==> src/pkg/pvic_pkg.sv <==
// Shared constants and types for the converter configuration command bank.
// Assumes one 125 MHz control clock and a decoded command port from the bus layer.
package pvic_pkg;

   // -----------------------------------------------------------------
   // Command codes and register slots
   // -----------------------------------------------------------------
   localparam int PVIC_NREG = 11;                   // Number of command registers.
   localparam int IX_MARGIN = 0;                    // Margin-down target slot.
   localparam int IX_RATE   = 1;                    // Output slew rate slot.
   localparam int IX_SLOPE  = 2;                    // Load-line slope slot.
   localparam int IX_FLOOR  = 3;                    // Output floor slot.
   localparam int IX_DUTY   = 4;                    // Duty ceiling slot.
   localparam int IX_FREQ   = 5;                    // Switching rate slot.
   localparam int IX_VON    = 6;                    // Input turn-on slot.
   localparam int IX_VOFF   = 7;                    // Input turn-off slot.
   localparam int IX_SPREAD = 8;                    // Phase spread slot.
   localparam int IX_IOFF   = 9;                    // Current offset slot.
   localparam int IX_OVLIM  = 10;                   // Overvoltage threshold slot.
   localparam logic [7:0] PVIC_CODE [PVIC_NREG] = '{8'h26, 8'h27, 8'h28, 8'h2B, 8'h32, 8'h33,
                                                    8'h35, 8'h36, 8'h37, 8'h39, 8'h40};
   localparam logic [15:0] PVIC_RST [PVIC_NREG] = '{16'h0000, 16'h0000, 16'h0000, 16'h0000,
                                                    16'h0000, 16'h0000, 16'h0000, 16'h0000,
                                                    16'h0010, 16'h0000, 16'hFFFF};

   // -----------------------------------------------------------------
   // Field positions and mode byte
   // -----------------------------------------------------------------
   localparam int PVIC_GID_LSB = 8;                 // Group identifier field.
   localparam int PVIC_CNT_LSB = 4;                 // Unit count field.
   localparam int PVIC_POS_LSB = 0;                 // Interleave position field.
   localparam logic [2:0] PVIC_MODE_LINEAR = 3'h0;  // Mode bits 7:5 for linear.
   localparam logic [4:0] PVIC_VOUT_EXP    = 5'h15; // Exponent -11 in two's complement.

   // -----------------------------------------------------------------
   // Linear-format decoder slots and fraction bits
   // -----------------------------------------------------------------
   localparam int PVIC_NDEC = 9;                    // Number of decoders.
   localparam int D_RATE = 0;                       // Rate in LSB per ms.
   localparam int D_SLOPE = 1;                      // Slope in mV/A, 8 fraction bits.
   localparam int D_DUTY = 2;                       // Duty percent, 8 fraction bits.
   localparam int D_FREQ = 3;                       // Frequency in whole kHz.
   localparam int D_VON = 4;                        // Turn-on volts, 8 fraction bits.
   localparam int D_VOFF = 5;                       // Turn-off volts, 8 fraction bits.
   localparam int D_VIN = 6;                        // Measured input volts.
   localparam int D_IOFF = 7;                       // Current offset amps.
   localparam int D_IRAW = 8;                       // Raw current amps.
   localparam int PVIC_FRAC [PVIC_NDEC] = '{11, 8, 8, 0, 8, 8, 8, 8, 8};

   // -----------------------------------------------------------------
   // Timing and arithmetic constants
   // -----------------------------------------------------------------
   localparam int PVIC_CLK_NS = 8;                  // Clock period in ns.
   localparam int PVIC_MS_NS = 1000000;             // One millisecond in ns.
   localparam int PVIC_CYC_PER_MS = PVIC_MS_NS / PVIC_CLK_NS;
   localparam int PVIC_DROOP_DIV = 125;             // mV*256 times amps over this is volts*2048.

   // -----------------------------------------------------------------
   // Types
   // -----------------------------------------------------------------
   typedef struct packed {
      logic        valid;                           // One-cycle command strobe.
      logic        write;                           // High for write word.
      logic [7:0]  code;                            // Command code.
      logic [15:0] data;                            // Write data.
   } pvic_cmd_t;

   typedef struct packed {
      logic        ack;                             // Command accepted.
      logic        nack;                            // Unknown command code.
      logic [15:0] data;                            // Read data.
   } pvic_rsp_t;

   typedef enum logic [1:0] {
      CONV_OFF = 2'b01,
      CONV_ON  = 2'b10
   } pvic_conv_t;

   // Clamps a signed value into an unsigned 16-bit field.
   function automatic logic [15:0] pvic_sat16(input logic signed [31:0] v);
      if (v < 0) return 16'h0000;
      if (v > 32'sh0000FFFF) return 16'hFFFF;
      return v[15:0];
   endfunction

endpackage

==> src/hdl/pvic_cfg_regs.sv <==
// Configuration command bank of the converter: set point path, limits, input gating, phase spread.
// Assumes a bus layer that hands over decoded commands and measurements on the same clock.
// What this block does
// (RL1) Hold margin-down target, regulate to it.
// (RL2) Slew output at programmed volts per millisecond.
// (RL3) Lower set point by slope times current.
// (RL4) Never regulate below the output floor.
// (RL5) Request below floor warns, never faults.
// (RL6) Cap duty cycle at programmed percentage.
// (RL7) Switching frequency set in whole kilohertz.
// (RL8) Start converting when input reaches turn-on.
// (RL9) Stop converting when input falls to turn-off.
// (RL10) Bits 11:8 hold group identifier.
// (RL11) Bits 7:4 count units, clock source included.
// (RL12) Bits 3:0 give phase position; source zero.
// (RL13) Interleaved units share one phase reference, kept outside this block.
// (RL14) Add current offset to current readings.
// (RL15) Compare output against overvoltage fault threshold.
// (RL16) Mode byte is checked for linear format, exponent -11; any other flags a mode error and holds the ramp.
// (RL17) Linear words: five-bit exponent, eleven-bit mantissa.
`timescale 1ns/1ps
module pvic_cfg_regs
   import pvic_pkg::*;
#(
   parameter int CYC_PER_MS = PVIC_CYC_PER_MS       // Clock cycles per millisecond.
) (
   input  wire logic        clock_i,                // Control clock, 125 MHz.
   input  wire logic        rst_b_i,                // Asynchronous reset, active low.
   input  pvic_cmd_t        cmd_i,                  // Decoded command from the bus layer.
   output pvic_rsp_t        rsp_o,                  // Registered command answer.
   input  wire logic [7:0]  vout_mode_i,            // Output mode byte.
   input  wire logic        margin_low_i,           // Margin-low operation commanded.
   input  wire logic [15:0] vout_nominal_i,         // Nominal plus trim request.
   input  wire logic [15:0] vout_meas_i,            // Measured output, exponent -11.
   input  wire logic [15:0] vin_meas_i,             // Measured input, linear format.
   input  wire logic [15:0] iout_raw_i,             // Raw current reading, linear format.
   input  wire logic [15:0] duty_req_i,             // Requested duty, percent, 8 fraction bits.
   output logic [15:0]      vout_setpoint_o,        // Regulation set point, exponent -11.
   output logic             vout_low_warn_o,        // Request below floor.
   output logic             ov_fault_o,             // Output above fault threshold.
   output logic             mode_error_o,           // Mode byte not usable.
   output logic             conv_enable_o,          // Power conversion running.
   output logic [15:0]      duty_o,                 // Capped duty.
   output logic [15:0]      freq_khz_o,             // Switching frequency in kHz.
   output logic [3:0]       group_id_o,             // Interleave group.
   output logic [3:0]       rail_count_o,           // Units in the group.
   output logic [3:0]       rail_pos_o,             // This unit's position.
   output logic [7:0]       phase_frac_o,           // Phase offset in 1/256 periods.
   output logic [31:0]      iout_reading_o          // Corrected current, 8 fraction bits.
);

   // -----------------------------------------------------------------
   // Reset release
   // -----------------------------------------------------------------
   logic [1:0] rst_sync;                            // Release synchroniser.
   logic       rst_n;                               // Synchronised reset.

   // Release passes two flops so no flop sees a ragged deassertion.
   always_ff @(posedge clock_i or negedge rst_b_i) begin
      if (!rst_b_i) begin
         rst_sync <= 2'b00;
      end else begin
         rst_sync <= {rst_sync[0], 1'b1};
      end
   end
   assign rst_n = rst_sync[1];

   // -----------------------------------------------------------------
   // Command registers
   // -----------------------------------------------------------------
   logic [15:0] regs [PVIC_NREG];                   // Stored command words.
   logic [15:0] next_regs [PVIC_NREG];              // Next stored words.
   pvic_rsp_t   rsp, next_rsp;                      // Answer register.
   int          hit;                                // Matching slot, -1 if none.

   // Every command answers in the next cycle; an unknown code is refused.
   always_comb begin
      next_regs = regs;
      next_rsp  = '0;
      hit       = -1;
      for (int i = 0; i < PVIC_NREG; i++) begin
         if (cmd_i.code == PVIC_CODE[i]) hit = i;
      end
      if (cmd_i.valid) begin
         if (hit < 0) begin
            next_rsp.nack = 1'b1;
         end else begin
            next_rsp.ack = 1'b1;
            if (cmd_i.write) begin
               next_regs[hit] = cmd_i.data;                    // see (RL1)
            end else begin
               next_rsp.data = regs[hit];
            end
         end
      end
   end

   always_ff @(posedge clock_i or negedge rst_n) begin
      if (!rst_n) begin
         for (int i = 0; i < PVIC_NREG; i++) regs[i] <= PVIC_RST[i];
         rsp <= '0;
      end else begin
         regs <= next_regs;
         rsp  <= next_rsp;
      end
   end
   assign rsp_o = rsp;

   // -----------------------------------------------------------------
   // Linear-format decoders
   // -----------------------------------------------------------------
   logic [15:0]        dec_in [PVIC_NDEC];          // Words to decode.
   logic signed [31:0] dec_q  [PVIC_NDEC];          // Decoded values.

   assign dec_in = '{regs[IX_RATE], regs[IX_SLOPE], regs[IX_DUTY], regs[IX_FREQ], regs[IX_VON],
                     regs[IX_VOFF], vin_meas_i, regs[IX_IOFF], iout_raw_i};

   for (genvar g = 0; g < PVIC_NDEC; g++) begin : g_dec
      pvic_lin_dec #(.FRAC(PVIC_FRAC[g]), .OW(32)) u_dec (
         .clock_i (clock_i),
         .rst_n_i (rst_n),
         .word_i  (dec_in[g]),
         .value_o (dec_q[g])
      );
   end

   // -----------------------------------------------------------------
   // Target selection and floor
   // -----------------------------------------------------------------
   logic        mode_ok_c;                          // Linear mode, exponent -11.
   logic [15:0] req_c;                              // Requested output.
   logic [15:0] tgt_c;                              // Request after floor clamp.

   always_comb begin
      mode_ok_c = (vout_mode_i[7:5] == PVIC_MODE_LINEAR) &&
                  (vout_mode_i[4:0] == PVIC_VOUT_EXP);          // see (RL16)
      req_c = margin_low_i ? regs[IX_MARGIN] : vout_nominal_i;  // see (RL1)
      tgt_c = (req_c < regs[IX_FLOOR]) ? regs[IX_FLOOR] : req_c; // see (RL4)
   end

   // -----------------------------------------------------------------
   // Slew ramp
   // -----------------------------------------------------------------
   logic [15:0] sp, next_sp;                        // Ramped set point.
   logic [31:0] acc, next_acc;                      // Rate accumulator.
   logic [31:0] rate_c;                             // Rate clipped to one step per cycle.
   logic [31:0] sum_c;                              // Accumulator plus rate.

   // Rate is LSB per ms; one step falls due each time the sum passes a millisecond.
   // A rate of zero or below jumps straight to the target, as no slope is defined.
   always_comb begin
      next_sp  = sp;
      next_acc = acc;
      rate_c   = (dec_q[D_RATE] > signed'(CYC_PER_MS)) ? 32'(CYC_PER_MS) : 32'(dec_q[D_RATE]);
      sum_c    = acc + rate_c;
      if (!mode_ok_c) begin
         next_acc = acc;                                       // see (RL16)
      end else if (sp == tgt_c) begin
         next_acc = '0;
      end else if (dec_q[D_RATE] <= 0) begin
         next_sp = tgt_c;
      end else if (sum_c >= 32'(CYC_PER_MS)) begin
         next_acc = sum_c - 32'(CYC_PER_MS);                   // see (RL2)
         next_sp  = (sp < tgt_c) ? sp + 16'h0001 : sp - 16'h0001;
      end else begin
         next_acc = sum_c;
      end
   end

   always_ff @(posedge clock_i or negedge rst_n) begin
      if (!rst_n) begin
         sp  <= '0;
         acc <= '0;
      end else begin
         sp  <= next_sp;
         acc <= next_acc;
      end
   end

   // -----------------------------------------------------------------
   // Droop, limits and outputs
   // -----------------------------------------------------------------
   logic signed [31:0] iout_c;                      // Corrected current, q8.
   logic [11:0]        amps_c;                      // Whole amps, clipped.
   logic [47:0]        drop_c;                      // Droop in output LSBs.
   logic [15:0]        cap_c;                       // Duty ceiling.
   logic [15:0]        next_setpoint, next_duty, next_freq;
   logic [7:0]         next_phase;
   logic               next_warn, next_ov;

   // mV*256 times amps divided by 125 gives volts*2048, the set point LSB.
   always_comb begin
      iout_c = dec_q[D_IRAW] + dec_q[D_IOFF];                  // see (RL14)
      amps_c = (iout_c < 0) ? 12'h000 :
               (iout_c[31:20] != 12'h000) ? 12'hFFF : iout_c[19:8];
      // An exact constant divide keeps round loads giving round droop values.
      drop_c = (48'(pvic_sat16(dec_q[D_SLOPE])) * 48'(amps_c)) /
               48'(PVIC_DROOP_DIV);                            // see (RL3)
      if ((drop_c >= 48'(sp)) || ((48'(sp) - drop_c) < 48'(regs[IX_FLOOR]))) begin
         next_setpoint = regs[IX_FLOOR];                       // see (RL4)
      end else begin
         next_setpoint = sp - drop_c[15:0];
      end
      next_warn = req_c < regs[IX_FLOOR];                      // see (RL5)
      next_ov   = vout_meas_i > regs[IX_OVLIM];                // see (RL15)
      cap_c     = pvic_sat16(dec_q[D_DUTY]);
      next_duty = (duty_req_i > cap_c) ? cap_c : duty_req_i;   // see (RL6)
      next_freq = pvic_sat16(dec_q[D_FREQ]);                   // see (RL7)
      // Position zero is the clock source and runs with no offset.
      if (regs[IX_SPREAD][PVIC_POS_LSB +: 4] >= regs[IX_SPREAD][PVIC_CNT_LSB +: 4]) begin
         next_phase = 8'h00;
      end else begin
         next_phase = 8'({regs[IX_SPREAD][PVIC_POS_LSB +: 4], 8'h00} /
                         {8'h00, regs[IX_SPREAD][PVIC_CNT_LSB +: 4]}); // see (RL12)
      end
   end

   always_ff @(posedge clock_i or negedge rst_n) begin
      if (!rst_n) begin
         vout_setpoint_o <= '0;
         vout_low_warn_o <= 1'b0;
         ov_fault_o      <= 1'b0;
         mode_error_o    <= 1'b0;
         duty_o          <= '0;
         freq_khz_o      <= '0;
         phase_frac_o    <= '0;
         iout_reading_o  <= '0;
      end else begin
         vout_setpoint_o <= next_setpoint;
         vout_low_warn_o <= next_warn;
         ov_fault_o      <= next_ov;
         mode_error_o    <= !mode_ok_c;
         duty_o          <= next_duty;
         freq_khz_o      <= next_freq;
         phase_frac_o    <= next_phase;
         iout_reading_o  <= iout_c;
      end
   end

   // Fields come straight from the stored word.
   assign group_id_o   = regs[IX_SPREAD][PVIC_GID_LSB +: 4];   // see (RL10)
   assign rail_count_o = regs[IX_SPREAD][PVIC_CNT_LSB +: 4];   // see (RL11)
   assign rail_pos_o   = regs[IX_SPREAD][PVIC_POS_LSB +: 4];   // see (RL12)

   // -----------------------------------------------------------------
   // Input gating
   // -----------------------------------------------------------------
   pvic_conv_t conv, next_conv;                     // Conversion state.

   // Hysteresis between the two thresholds; the phase reference (RL13) is outside.
   always_comb begin
      case (conv)
         CONV_OFF: next_conv = (dec_q[D_VIN] >= dec_q[D_VON]) ? CONV_ON : CONV_OFF;  // see (RL8)
         CONV_ON:  next_conv = (dec_q[D_VIN] <= dec_q[D_VOFF]) ? CONV_OFF : CONV_ON; // see (RL9)
         default:  next_conv = CONV_OFF;
      endcase
   end

   always_ff @(posedge clock_i or negedge rst_n) begin
      if (!rst_n) begin
         conv <= CONV_OFF;
      end else begin
         conv <= next_conv;
      end
   end
   assign conv_enable_o = (conv == CONV_ON);
endmodule // pvic_cfg_regs

==> src/hdl/pvic_lin_dec.sv <==
// Registered decoder from a 16-bit linear-format word to signed fixed point.
// Assumes the synchronised reset of the top module.
`timescale 1ns/1ps
module pvic_lin_dec
   import pvic_pkg::*;
#(
   parameter int FRAC = 8,                          // Fraction bits of the result.
   parameter int OW   = 32                          // Result width.
) (
   input  wire logic                 clock_i,       // Control clock.
   input  wire logic                 rst_n_i,       // Synchronised reset, active low.
   input  wire logic [15:0]          word_i,        // Linear-format word.
   output logic signed [OW-1:0]      value_o        // Mantissa times 2^exp times 2^FRAC.
);

   logic signed [47:0]   mant_c;                    // Scaled mantissa.
   logic signed [47:0]   shift_c;                   // After the exponent.
   int                   exp_c;                     // Signed exponent.
   logic signed [OW-1:0] next_value;                // Next decoded value.

   // -----------------------------------------------------------------
   // Decode: five-bit exponent above an eleven-bit mantissa.
   // -----------------------------------------------------------------
   always_comb begin
      exp_c   = int'(signed'(word_i[15:11]));                  // see (RL17)
      mant_c  = 48'(signed'(word_i[10:0])) <<< FRAC;           // see (RL17)
      if (exp_c >= 0) begin
         shift_c = mant_c <<< exp_c;
      end else begin
         shift_c = mant_c >>> (-exp_c);
      end
      next_value = OW'(shift_c);
   end

   // Registered so that the long shifter is off the consumer's path.
   always_ff @(posedge clock_i or negedge rst_n_i) begin
      if (!rst_n_i) begin
         value_o <= '0;
      end else begin
         value_o <= next_value;
      end
   end

endmodule // pvic_lin_dec

==> config.mk <==
export PLATFORM = sky130hd
export DESIGN_NAME = pvic_cfg_regs
export DESIGN_NICKNAME = d
export VERILOG_FILES = /design/src/pkg/pvic_pkg.sv /design/src/hdl/pvic_cfg_regs.sv /design/src/hdl/pvic_lin_dec.sv
export SDC_FILE = /design/constraint.sdc
export NUM_CORES = 2
export LEC_CHECK = 0
export ABC_AREA = 1
export BUFFER_PORTS_ARGS = -buffer_cell sky130_fd_sc_hd__buf_2
export CAP_MARGIN = 20
export CORE_MARGIN = 4
export CORE_UTILIZATION = 40
export CTS_CLUSTER_DIAMETER = 60
export CTS_CLUSTER_SIZE = 8
export DETAILED_ROUTE_END_ITERATION = 8
export PLACE_DENSITY = 0.56
export SLEW_MARGIN = 40
export SYNTH_ARGS = -nofsm -noshare
export SYNTH_HDL_FRONTEND = slang
export SYNTH_SLANG_ARGS = --single-unit
==> constraint.sdc <==
create_clock -name clock_i -period 42.2 [get_ports clock_i]
set_input_delay 6.33 -clock clock_i [delete_from_list [all_inputs] [get_ports clock_i]]
set_output_delay 6.33 -clock clock_i [all_outputs]
set_load 0.1 [all_outputs]
==> metrics list <==
* Run status: finished, final reports clean
- In this run the biggest area consumer among cell types represents roughly 26% of the synthesized area.
- The critical path is of the flop to flop type.
- Endpoint type of the worst setup path: flop
- Post-Synth Simple-Gate Area: a little over a quarter
* Adder and majority cell fraction of the synthesized area: ~14%
- Crit-path slowest cell: and3_1
- Counting flops with an async set or reset pin after synthesis yields a share of between 90% and 100%.
* Antenna violations before repair: 19
- Area growth from synthesis to layout: 10.6%
- Dominant combinational cell family by area after synthesis: simple AND/OR/NAND/NOR gates
- Routability Congestion: 0.944
* Max-slew headroom: between 30% and 40%
- Via count of the first global-routing pass: approximately 55k
- Synth area leader: dfrtp_1
- Setup violations remaining at the end of the flow were counted as 0.
- The pre-antenna-repair detailed-routing pass consisted of 6 iterations.
- The synthesized netlist devotes between 15 and 20% of its cell area to compound gates.
- In this run, synthesis inferred 0 flip-flops with an integrated enable.
- Required @ worst endpoint: roughly 43 ns
* Total clock buffers created by CTS: about 100
- Xor/xnor share of the synthesized area: under 10%
- The final critical path takes up between 50% and 60% of the cycle.
* Count of state elements after synthesis: roughly 620
* Via Count: about 57k
* Port buffer count: ~240
- Dividing the detail-routed wire length by the instance count gives approximately 19 um.
- Setup skew after layout: a little under 0.07 ns
- Measured along the y axis, the die boundary spans between 300 and 400 um.
- Post-CTS Setup Repair Bufs: 0
- The HPWL after detailed placement is 160 mm.
- Setup repair after global routing left no endpoint under its margin.
* Full die area: roughly 150000 sq um
- The final count of pins violating max slew is 0.
* Crit path time final: between 20 and 25 ns
* First-pass GRT wire length: between 300 and 400 mm
* CTS Sinks: ~620
- At the end of the flow, the number of nets in the layout was slightly above 9k.
- Path type of the worst min-delay path: flop to asynchronous set/reset pin
- Worst Path Arrival: ~25 ns
* Setup crit start kind: flop
- The hold violation count in the final report is 0.
- In the routed design, unresolved DRC markers number 0.
- Antenna-violating nets left: 0
- Clock-pin slew on the worst setup and hold paths: about 0.050 ns
* Number of placement rows: 140
- Max Fclk: slightly above 40 MHz
- Ranking of synthesized cells by area: dfrtp_1 (26%), nand2_1 (13%), o21ai_0 (10%)
- Summed over all failing endpoints, the final setup total negative slack is 0 ns.
- Starting DRT DRC Count: approximately 4.3k
- The later pin in the worst-skew pair is clocked with a latency of between 0.7 and 0.8 ns.
- The most numerous cell type found on the critical path is nand2_1.
- Cell area after synthesis: between 50000 and 60000 sq um
- In the layout the commonest cells are nand2_1 (1989), o21ai_0 (1170), inv_1 (1148).
* Worst R2R Path Depth: around 150
- Maximum fanout along the worst path: 26
- Final wirelength: about 200 mm
- The library cell used most frequently in the layout, excluding fill and tap cells, is nand2_1.
- Number of filler cells placed in the layout: roughly 15k
- TritonCTS built the clock tree.
- Using the TritonRoute via totals, the vias-per-cell ratio works out to roughly 5.3.
- In this run the deepest clock path goes through 3 buffers.
* Hold buffer count at cts: 0
* Remaining Overflow, GRT: 0
- Actual transition at the worst max-transition pin: 0.927 ns
* Total number of H-tree levels: 3
- In the global route stage, overall resource usage came out at about a quarter.
- Number of standard cells after synthesis: approximately 8.5k
- Entering global routing, the biggest net connects between 90 and 100 pins.
- Resized cells post-CTS: 0
* Initial cell density of the core: 40.4%
- After synthesis, flip-flops and latches occupy between 20% and 30% of the total area.
- On the worst path, the slowest cell contributes a delay of just under 0.7 ns.
- Synthesized net count: a little over 9k
- The tree is rooted in a clkbuf_16.
- Area of the core: around 150000 sq um
* Number of warning messages in the yosys log: 0
* Mux contribution to synthesized area: 2.11%
* Fraction of layout cells with a size suffix above 1: a little over a tenth
- Setup slack, reg-to-reg: 17.38 ns
- Die X-Extent: slightly below 400 um
- Mean instance size in the synthesized netlist: just under 7 sq um
- Most used flip-flop cell after synthesis: dfrtp_1
* Number of max-cap violations: 0
- about 240 I/O pins were placed.
- The synthesized netlist contains 84 unique library cells.
final timing paths:
check | startpoint | to
setup / recovery | g_dec[8].u_dec.value_o[2] | vout_setpoint_o[11]
hold / removal | rst_sync[1] | g_dec[3].u_dec.value_o[14]
setup reg to reg | g_dec[8].u_dec.value_o[2] | vout_setpoint_o[11]
hold reg to reg | rst_sync[1] | g_dec[3].u_dec.value_o[14]
max in group asynchronous | rst_b_i | rst_sync[1]
min in group clock_i | rst_sync[0] | rst_sync[1]
cell families after synthesis:
| family | after synthesis |
|---|---|
| adder cells (fa/ha/maj) | 551 |
| multiplexers | 124 |
| other | 1 |
| AND/OR/NAND/NOR | 3481 |
| AO/OA/AOI/OAI | 2022 |
| buffers and inverters | 1538 |
| XOR/XNOR | 184 |
| flip-flops | 619 |
final cells by class:
type                       count  area [sq um]  share of cell area, %
tap                         1917          2400                   3.68
clock inverter                30           414                  0.636
antenna                       10          25.0                 0.0384
sequential                   619         15500                   23.8
clock buffer                 131          2720                   4.18
timing repair buffer         291          1670                   2.56
inverter                    1244          4730                   7.27
multi-input combinational   6363         37600                   57.8
per-stage QoR:
stage | utilization, % | std cells | setup slack [ns] | instance area, sq um | hold slack, ns
floorplan | - | 8520 | 21.95 | 58900 | 0.331
global placement | 42.3 | 10400 | 17.95 | 61700 | 0.340
detailed placement | 42.4 | 10400 | 17.60 | 61900 | 0.275
CTS | 44.6 | 10600 | 17.48 | 65000 | 0.278
global route | 44.6 | 10600 | 14.57 | 65100 | 0.294
finish | 44.6 | 10600 | 17.38 | 65100 | 0.265
Yosys cell counts, types with 24 or more instances:
library cell,instances
buf_1,27
nor4_1,41
nand2_2,117
or2_2,32
fa_1,145
clkinv_1,34
inv_2,43
o31ai_1,38
inv_1,1148
nand2_4,46
nand3_2,53
o22ai_1,49
nor2_1,655
ha_1,406
a221oi_1,31
o211ai_1,35
xor2_1,132
a31oi_1,27
mux2i_1,124
o21ai_1,42
nand2_1,2001
a211oi_1,37
nor3_1,65
o21ai_2,24
nand3_1,305
clkbuf_1,254
xnor2_1,52
o21ai_0,1174
nor2_2,40
a21oi_1,410
nand4_1,68
dfrtp_1,601
critical path: cells and delay by family, from the launching register on:
family / cells / cell delay, ns
fa+ha+maj: 11 / 4.42
flops: 1 / 0.36
simple gates: 92 / 12.47
buf+inv: 17 / 2.02
xor+xnor: 3 / 0.74
compound gates: 23 / 4.56
registers in the layout (all words and copies together) (netlist names), 8 cells and up:
register / flops
vout_setpoint_o: 16
regs: 52
sp: 16
dec_in: 112
iout_reading_o: 32
rsp_o: 18
g_dec.u_dec.value_o: 282
acc: 32
phase_frac_o: 8
freq_khz_o: 16
duty_o: 16
metal layers:
metal	track usage, %	share of wire, %
met2	41.9	46
met5	0	0.050
met4	7.40	3.1
met1	34.8	45
met3	4.20	5.9
Power is left out: the tool's default activity adds up to more than one toggle a clock period on the data nets, which glitch-free logic cannot reach.
